[src/common/lms_pkg.sv]
package lms_pkg;

    // ****************************************
    // Sizes
    // ****************************************
    localparam int unsigned NUM_LINES = 16;
    localparam int unsigned LINE_W = 4;
    localparam int unsigned STAT_W = 4;
    localparam int unsigned ADR_W = 8;
    localparam int unsigned DAT_W = 32;
    localparam int unsigned REG_W = 16;

    // ****************************************
    // Register offsets (byte addresses)
    // ****************************************
    localparam logic [7:0] LINE_CTRL_OFF = 8'h00;
    localparam logic [7:0] SCAN_CTRL_OFF = 8'h04;
    localparam logic [7:0] LEN_OFF = 8'h08;
    localparam logic [7:0] MST_OFF = 8'h0C;

    // ****************************************
    // Line control register fields
    // ****************************************
    localparam int unsigned LINE_SEL_LSB = 0;
    localparam int unsigned MNT_INT_BIT = 9;
    localparam int unsigned MNT_EXT_BIT = 10;
    localparam int unsigned MNT_EN_BIT = 11;
    localparam int unsigned LINE_STROBE_BIT = 15;

    // ****************************************
    // Scan control/status register fields
    // ****************************************
    localparam int unsigned SCAN_DONE_BIT = 7;
    localparam int unsigned SCAN_STEP_BIT = 8;
    localparam int unsigned SCAN_FORCE_BIT = 9;
    localparam int unsigned SCAN_LINE_LSB = 12;

    // ****************************************
    // Reset values
    // ****************************************
    localparam logic [15:0] LINE_CTRL_RST = 16'h0000;
    localparam logic [15:0] LEN_RST = 16'h0000;

    // ****************************************
    // Types
    // ****************************************
    typedef enum logic [1:0] {
        MODE_NORMAL = 2'b00,
        MODE_INTERNAL = 2'b01,
        MODE_EXTERNAL = 2'b10
    } lms_mode_t;

    typedef enum logic {
        SCAN_IDLE = 1'b0,
        SCAN_CHECK = 1'b1
    } lms_scan_st_t;

endpackage : lms_pkg

[src/hw/lms_modem_scan.sv]
`timescale 1ns/1ps
module lms_modem_scan #(
    parameter int unsigned NUM_LINES = lms_pkg::NUM_LINES,
    parameter int unsigned LINE_W = lms_pkg::LINE_W,
    parameter int unsigned STAT_W = lms_pkg::STAT_W
) (
    // Clock and reset
    input wire logic clk_i,
    input wire logic rst_i,
    // Control
    input wire logic step_i,
    input wire logic done_clr_i,
    input wire logic force_i,
    input wire logic [NUM_LINES-1:0] line_en_i,
    // Modem status
    input wire logic [NUM_LINES*STAT_W-1:0] status_i,
    // Scanner state
    output logic done_o,
    output logic [LINE_W-1:0] cur_line_o,
    output logic [STAT_W-1:0] cur_status_o
);
    import lms_pkg::*;

    // ****************************************
    // Effective status per line
    // ****************************************
    logic [STAT_W-1:0] eff [NUM_LINES];

    for (genvar g = 0; g < NUM_LINES; g++) begin : g_eff
        always_comb begin
            // Disabled lines are still stepped over and checked, but read as zero
            if (!line_en_i[g]) begin
                eff[g] = '0;
            end else if (force_i) begin
                eff[g] = '1;
            end else begin
                eff[g] = status_i[g*STAT_W +: STAT_W];
            end
        end
    end

    // ****************************************
    // Scan pointer and transition check
    // ****************************************
    lms_scan_st_t st_q, st_d;
    logic [LINE_W-1:0] line_q, line_d;
    logic done_q, done_d;
    logic [STAT_W-1:0] last_q [NUM_LINES];
    logic [STAT_W-1:0] last_d [NUM_LINES];

    always_comb begin
        st_d = st_q;
        line_d = line_q;
        last_d = last_q;
        done_d = done_q & ~done_clr_i;
        case (st_q)
            SCAN_IDLE: begin
                st_d = SCAN_IDLE;
            end
            SCAN_CHECK: begin
                st_d = SCAN_IDLE;
                // Set after the clear, so a same-cycle event wins
                if (eff[line_q] != last_q[line_q]) begin
                    done_d = 1'b1;
                    last_d[line_q] = eff[line_q];
                end
            end
            default: begin
                st_d = SCAN_IDLE;
            end
        endcase
        // Done never blocks stepping
        if (step_i) begin
            if (line_q == LINE_W'(NUM_LINES - 1)) begin
                line_d = '0;
            end else begin
                line_d = line_q + LINE_W'(1);
            end
            st_d = SCAN_CHECK;
        end
    end

    always_ff @(posedge clk_i) begin
        if (rst_i) begin
            st_q <= SCAN_IDLE;
            line_q <= '0;
            done_q <= 1'b0;
            for (int i = 0; i < NUM_LINES; i++) begin
                last_q[i] <= '0;
            end
        end else begin
            st_q <= st_d;
            line_q <= line_d;
            done_q <= done_d;
            last_q <= last_d;
        end
    end

    assign done_o = done_q;
    assign cur_line_o = line_q;
    assign cur_status_o = eff[line_q];

endmodule : lms_modem_scan

[src/hw/lms_top.sv]
// Implementation choices: the Wishbone interface to the registers and the address map.
`timescale 1ns/1ps
module lms_top #(
    parameter int unsigned NUM_LINES = lms_pkg::NUM_LINES,
    parameter int unsigned LINE_W = lms_pkg::LINE_W,
    parameter int unsigned STAT_W = lms_pkg::STAT_W
) (
    // Clock and reset
    input wire logic clk_i,
    input wire logic rst_i,
    // Wishbone slave
    input wire logic cyc_i,
    input wire logic stb_i,
    input wire logic we_i,
    input wire logic [lms_pkg::ADR_W-1:0] adr_i,
    input wire logic [3:0] sel_i,
    input wire logic [lms_pkg::DAT_W-1:0] dat_i,
    output logic [lms_pkg::DAT_W-1:0] dat_o,
    output logic ack_o,
    // Serial lines, logic level
    input wire logic [NUM_LINES-1:0] tx_ser_i,
    input wire logic [NUM_LINES-1:0] rx_line_i,
    output logic [NUM_LINES-1:0] rx_ser_o,
    output logic [NUM_LINES-1:0] tx_line_o,
    output logic [NUM_LINES-1:0] line_drv_en_o,
    // Modem status
    input wire logic [NUM_LINES*STAT_W-1:0] modem_status_i
);
    import lms_pkg::*;

    // ****************************************
    // Decode helpers
    // ****************************************
    function automatic logic reg_hit(input logic [ADR_W-1:0] a, input logic [7:0] off);
        return a[ADR_W-1:2] == off[ADR_W-1:2];
    endfunction : reg_hit

    function automatic lms_mode_t mode_of(input logic [REG_W-1:0] ctrl);
        lms_mode_t m;
        m = MODE_NORMAL;
        if (ctrl[MNT_EN_BIT] && ctrl[MNT_INT_BIT]) begin
            m = MODE_INTERNAL;
        end else if (ctrl[MNT_EN_BIT] && ctrl[MNT_EXT_BIT]) begin
            m = MODE_EXTERNAL;
        end
        return m;
    endfunction : mode_of

    // ****************************************
    // Bus slave
    // ****************************************
    logic ack_q, ack_d;
    logic [DAT_W-1:0] dat_q, dat_d;
    logic req, wr;
    logic wr_line_ctrl, wr_scan, wr_len;

    // One wait state: answer lands one edge after the request is seen
    assign req = cyc_i & stb_i & ~ack_q;
    // Writes land at the ack edge, where the master sees them done
    assign wr = cyc_i & stb_i & we_i & ack_q;
    assign wr_line_ctrl = wr & reg_hit(adr_i, LINE_CTRL_OFF);
    assign wr_scan = wr & reg_hit(adr_i, SCAN_CTRL_OFF);
    assign wr_len = wr & reg_hit(adr_i, LEN_OFF);

    // ****************************************
    // Line control register
    // ****************************************
    logic [REG_W-1:0] line_ctrl_q, line_ctrl_d;
    logic [REG_W-1:0] len_q, len_d;

    always_comb begin
        line_ctrl_d = line_ctrl_q;
        // Strobe clears on the same edge the line paths take the settings
        if (line_ctrl_q[LINE_STROBE_BIT]) begin
            line_ctrl_d[LINE_STROBE_BIT] = 1'b0;
        end
        if (wr_line_ctrl && sel_i[0]) begin
            line_ctrl_d[7:0] = dat_i[7:0];
        end
        if (wr_line_ctrl && sel_i[1]) begin
            line_ctrl_d[15:8] = dat_i[15:8];
        end
        len_d = len_q;
        if (wr_len && sel_i[0]) begin
            len_d[7:0] = dat_i[7:0];
        end
        if (wr_len && sel_i[1]) begin
            len_d[15:8] = dat_i[15:8];
        end
    end

    always_ff @(posedge clk_i) begin
        if (rst_i) begin
            line_ctrl_q <= LINE_CTRL_RST;
            len_q <= LEN_RST;
        end else begin
            line_ctrl_q <= line_ctrl_d;
            len_q <= len_d;
        end
    end

    // ****************************************
    // Per-line maintenance paths
    // ****************************************
    lms_mode_t mode_q [NUM_LINES];
    lms_mode_t mode_d [NUM_LINES];
    logic [NUM_LINES-1:0] rx_q, rx_d;
    logic [NUM_LINES-1:0] tx_q, tx_d;
    logic [NUM_LINES-1:0] drv_q, drv_d;

    for (genvar g = 0; g < NUM_LINES; g++) begin : g_line
        always_comb begin
            mode_d[g] = mode_q[g];
            // Only the line named in the select field is changed
            if (line_ctrl_q[LINE_STROBE_BIT] && line_ctrl_q[LINE_SEL_LSB +: LINE_W] == LINE_W'(g)) begin
                mode_d[g] = mode_of(line_ctrl_q);
            end
            case (mode_q[g])
                MODE_INTERNAL: begin
                    // Loop stays inside; drivers idle at mark
                    rx_d[g] = tx_ser_i[g];
                    tx_d[g] = 1'b1;
                    drv_d[g] = 1'b0;
                end
                MODE_EXTERNAL: begin
                    // Converters stay in path so the plug exercises them
                    rx_d[g] = rx_line_i[g];
                    tx_d[g] = tx_ser_i[g];
                    drv_d[g] = 1'b1;
                end
                default: begin
                    rx_d[g] = rx_line_i[g];
                    tx_d[g] = tx_ser_i[g];
                    drv_d[g] = 1'b1;
                end
            endcase
        end

        always_ff @(posedge clk_i) begin
            if (rst_i) begin
                mode_q[g] <= MODE_NORMAL;
                rx_q[g] <= 1'b1;
                tx_q[g] <= 1'b1;
                drv_q[g] <= 1'b1;
            end else begin
                mode_q[g] <= mode_d[g];
                rx_q[g] <= rx_d[g];
                tx_q[g] <= tx_d[g];
                drv_q[g] <= drv_d[g];
            end
        end
    end

    // ****************************************
    // Scan control/status register
    // ****************************************
    logic force_q, force_d;
    logic step;
    logic done_clr;
    logic scan_done;
    logic [LINE_W-1:0] scan_line;
    logic [STAT_W-1:0] scan_status;

    assign step = wr_scan & sel_i[1] & dat_i[SCAN_STEP_BIT];
    assign done_clr = wr_scan & sel_i[0] & dat_i[SCAN_DONE_BIT];

    always_comb begin
        force_d = force_q;
        if (wr_scan && sel_i[1]) begin
            force_d = dat_i[SCAN_FORCE_BIT];
        end
    end

    always_ff @(posedge clk_i) begin
        if (rst_i) begin
            force_q <= 1'b0;
        end else begin
            force_q <= force_d;
        end
    end

    lms_modem_scan #(
        .NUM_LINES(NUM_LINES),
        .LINE_W(LINE_W),
        .STAT_W(STAT_W)
    ) u_scan (
        .clk_i(clk_i),
        .rst_i(rst_i),
        .step_i(step),
        .done_clr_i(done_clr),
        .force_i(force_q),
        .line_en_i(len_q[NUM_LINES-1:0]),
        .status_i(modem_status_i),
        .done_o(scan_done),
        .cur_line_o(scan_line),
        .cur_status_o(scan_status)
    );

    // ****************************************
    // Read mux and answer
    // ****************************************
    always_comb begin
        ack_d = req;
        dat_d = dat_q;
        if (req && !we_i) begin
            dat_d = '0;
            if (reg_hit(adr_i, LINE_CTRL_OFF)) begin
                dat_d[REG_W-1:0] = line_ctrl_q;
            end else if (reg_hit(adr_i, SCAN_CTRL_OFF)) begin
                dat_d[SCAN_DONE_BIT] = scan_done;
                dat_d[SCAN_FORCE_BIT] = force_q;
                dat_d[SCAN_LINE_LSB +: LINE_W] = scan_line;
            end else if (reg_hit(adr_i, LEN_OFF)) begin
                dat_d[REG_W-1:0] = len_q;
            end else if (reg_hit(adr_i, MST_OFF)) begin
                dat_d[STAT_W-1:0] = scan_status;
            end
        end
    end

    always_ff @(posedge clk_i) begin
        if (rst_i) begin
            ack_q <= 1'b0;
            dat_q <= '0;
        end else begin
            ack_q <= ack_d;
            dat_q <= dat_d;
        end
    end

    assign ack_o = ack_q;
    assign dat_o = dat_q;
    assign rx_ser_o = rx_q;
    assign tx_line_o = tx_q;
    assign line_drv_en_o = drv_q;

endmodule : lms_top

[config.mk]
export PLATFORM = sky130hd
export DESIGN_NAME = lms_top
export DESIGN_NICKNAME = d
export VERILOG_FILES = /design/src/common/lms_pkg.sv /design/src/hw/lms_modem_scan.sv /design/src/hw/lms_top.sv
export SDC_FILE = /design/constraint.sdc
export NUM_CORES = 1
export LEC_CHECK = 0
export BUFFER_PORTS_ARGS = -buffer_cell sky130_fd_sc_hd__buf_4
export CORE_ASPECT_RATIO = 2
export CORE_MARGIN = 3
export CORE_UTILIZATION = 45
export CTS_BUF_LIST = sky130_fd_sc_hd__clkbuf_8
export CTS_CLUSTER_SIZE = 20
export DETAILED_ROUTE_END_ITERATION = 10
export HOLD_SLACK_MARGIN = 0.02
export MAX_ROUTING_LAYER = met4
export PLACE_DENSITY_LB_ADDON = 0.1
export SYNTH_ARGS = -nofsm -noshare
export SYNTH_HDL_FRONTEND = slang
export SYNTH_SLANG_ARGS = --single-unit
export TNS_END_PERCENT = 100
[constraint.sdc]
create_clock -name clk_i -period 3.7 [get_ports clk_i]
set_input_delay 0.37 -clock clk_i [delete_from_list [all_inputs] [get_ports clk_i]]
set_output_delay 0.37 -clock clk_i [all_outputs]
set_load 0.05 [all_outputs]
==> out/results.ini <==
[detailed_routing]
wl_met1_um=9260
wl_um=26500
route.detailed.drc=0
first_pass_iters=7
avgViaCountPerCell=5.39
vias=7608
wl_met2_um=15100
wl_met3_um=1100
drtIter0Drc=397
dr.max_layer_used=met4
ant_nets=0
routedWlPerCell_um=18.8

[setup_path]
cp-start-kind=flop
reg2reg_depth=10
criticalPathCategory=reg2reg
critPathCaptureType=flop
crit_required_ns=4.10
reg2reg_to=u_scan.last_q[43]$_SDFFE_PP0P_
r2r_start=force_q$_SDFFE_PP0P_
crit_fanout=31
crit_arrival_ns=3.54
r2r_slack_ns=0.57

[global_routing]
grt_pass1_vias=7431
grt_usage_pct=23.8
grt_start_max_net_pins=102
grt-ovfl-total=0
grt_pass1_wl_um=40100
antenna_found_initial=0

[sta]
hold_viol=0
max_freq_ghz=0.319
min_period_ns=3.13
worstMarginPinSlew_ns=1.07
finalMaxSlewViolations=0
setup_tns_ns=0
slew_headroom_pct=28.3
period_share_pct=84.7
setup_viol=0
fin_worst_skew_ns=0.0112
whs_ns=0.0796
rsz0062_at_grt=false

[synthesis]
yosysTopAreaCellShare_pct=42.4
ys.flop_type=dfxtp_1
postSynthAreaPerCell_um2=9.76
synthCells=968
yosysTopAreaCell=dfxtp_1
synthTopCellsByArea=dfxtp_1 42%, mux2i_1 12%, mux4_2 5.7%, nand2b_1 5.6%, o21ai_0 3.9%
syn-cell-area_mm2=0.00945
ys_async_sr_fraction_pct=0
synth.distinct_cells=47
ys_seq_area_share_pct=42.4
synth_edf_count=0
yosysWarnings=0
yosys_register_bits=200

[floorplanning]
die_x_um=108
die_h_um=211
fp-row-count=74
die_area_mm2=0.0229
core_area_mm2=0.0206
start_util_pct=46.0
io_pins=226

[power_and_ir_drop]
p_per_area_mw_per_mm2=348
ir_drop_mv=0.243
cellLeakagePower_nw=4.68

[clock_network]
ctsHtreeMaxLevel=4
cts_sinks=200
cts-resized-gates=0
clk_pin_slew_worst_paths_ns=0.10
clockBufferDepth=2
cts_tree=yes
cts_setup_buffers=0
cts_hold_buf=0
clockRootBuffer=clkbuf_8
cts-buffers-inserted=17
clock_latency_ns=0.48

[cells_and_area]
syn_to_final_growth_pct=22.0
drive_above_1_share_pct=26.6
most-common-layout-cells=216 x buf_4, 198 x dfxtp_1, 116 x mux2i_1, 96 x nor2_1, 84 x nand2b_1
final_util_pct=56.1
antennaDiodeCount=0
fillers=1928
layout_commonest_cell=buf_4
design_area_mm2=0.0115
final_nets=1283

[placement]
hpwl_um=20400
portBuffers=189
dpl_cell_area_mm2=0.0111
place.gp.congestion=0.873

[run]
maxCapViolations=0

[worst_hold_path]
hold_end=tx_line_o[4]$_SDFF_PP1_
min_from=tx_ser_i[4]
min_path_type=in2reg
worstHoldPathCells=2

[outcome]
status=complete, no violations

-- state kept, by name, indices dropped and copies added (netlist names) --
register	flops
ack_o	1
dat_o	16
force_q	1
len_q	16
line_ctrl_q	16
line_drv_en_o	16
mode_q	32
rx_ser_o	16
tx_line_o	16
u_scan.cur_line_o	4
u_scan.done_o	1
u_scan.last_q	64
u_scan.st_q	1
-- final cells by class --
| class | count | area (um2) | area share, % |
|---|---|---|---|
| Multi-Input combinational cell | 691 | 5040 | 43.7 |
| Clock buffer | 22 | 303 | 2.63 |
| Clock inverter | 9 | 114 | 0.988 |
| Sequential cell | 200 | 4010 | 34.8 |
| Tap cell | 266 | 333 | 2.89 |
| Inverter | 3 | 11.3 | 0.0977 |
| Timing Repair Buffer | 221 | 1720 | 14.9 |
-- metal layers --
| layer | up-vias | track usage, % |
|---|---|---|
| met5 | - | - |
| met4 | 0 | 10.6 |
| met3 | 49 | 3.58 |
| met2 | 215 | 44.9 |
| met1 | 3618 | 23.4 |
| li1 | 3726 | - |
-- power by group --
part / switching, mW / internal, mW
Sequential: 0.00764 / 2.18
Clock: 0.759 / 0.692
Combinational: 0.217 / 0.155
Total: 0.984 / 3.02
-- cell families after synthesis --
family / count (synthesis) / share of synthesized area (%)
adders and majority gates: 4 / 0.530
DFF: 200 / 42.4
other: 1 / 0.0397
and+or+nand+nor: 338 / 18.4
AOI/OAI and AO/OA: 190 / 15.3
buffers and inverters: 92 / 4.86
muxes: 140 / 18.0
xor gates and xnor gates: 3 / 0.437
-- synthesized netlist by cell type, drive strengths merged, types with 2 or more instances --
library cell,instances
a22o,2
nor3b,2
o21ai,74
nand2b,84
nor3,16
mux2i,116
and2,6
clkbuf,51
mux4,24
nor2b,35
nand3,4
or2,5
a211o,16
nand2,53
a22oi,10
ha,4
or3,20
o221ai,4
o211ai,4
and3,5
nand3b,4
o311ai,16
o21a,6
o22ai,21
buf,38
a21oi,24
or4,3
xor2,3
dfxtp,200
inv,3
a221oi,12
nor2,96
-- worst max path at each step --
stage	from	endpoint	slack (ns)	cells after the start
finish	force_q$_SDFFE_PP0P_	u_scan.last_q[43]$_SDFFE_PP0P_	0.57	10
global route	force_q$_SDFFE_PP0P_	u_scan.last_q[43]$_SDFFE_PP0P_	0.40	10
CTS	force_q$_SDFFE_PP0P_	u_scan.last_q[43]$_SDFFE_PP0P_	0.58	10
detailed placement	force_q$_SDFFE_PP0P_	u_scan.last_q[43]$_SDFFE_PP0P_	0.60	10
global placement	force_q$_SDFFE_PP0P_	u_scan.last_q[42]$_SDFFE_PP0P_	0.67	10
floorplan	u_scan.cur_line_o[0]$_SDFFE_PP0P_	u_scan.last_q[0]$_SDFFE_PP0P_	0.91	10
-- critical path, stage by stage, from the launching register on --
cell	delay, ns
dfxtp_2	0.70
buf_4	0.29
o21ai_0	0.16
mux4_2	0.49
o22ai_1	0.23
o21a_1	0.18
o22ai_2	0.08
buf_4	0.22
o311ai_2	0.30
buf_4	0.22
mux2i_1	0.19
-- through the flow --
step | worst slack, ns | total power, mW | std cells
after floorplan | 0.913 | 2.45 | 983
after global placement | 0.669 | 2.61 | 1381
after detailed placement | 0.599 | 2.61 | 1381
after CTS | 0.580 | 4.05 | 1412
after global routing | 0.397 | 4.15 | 1412
final | 0.567 | 4.01 | 1412
No activity file was read; power rests on OpenSTA's default activity.
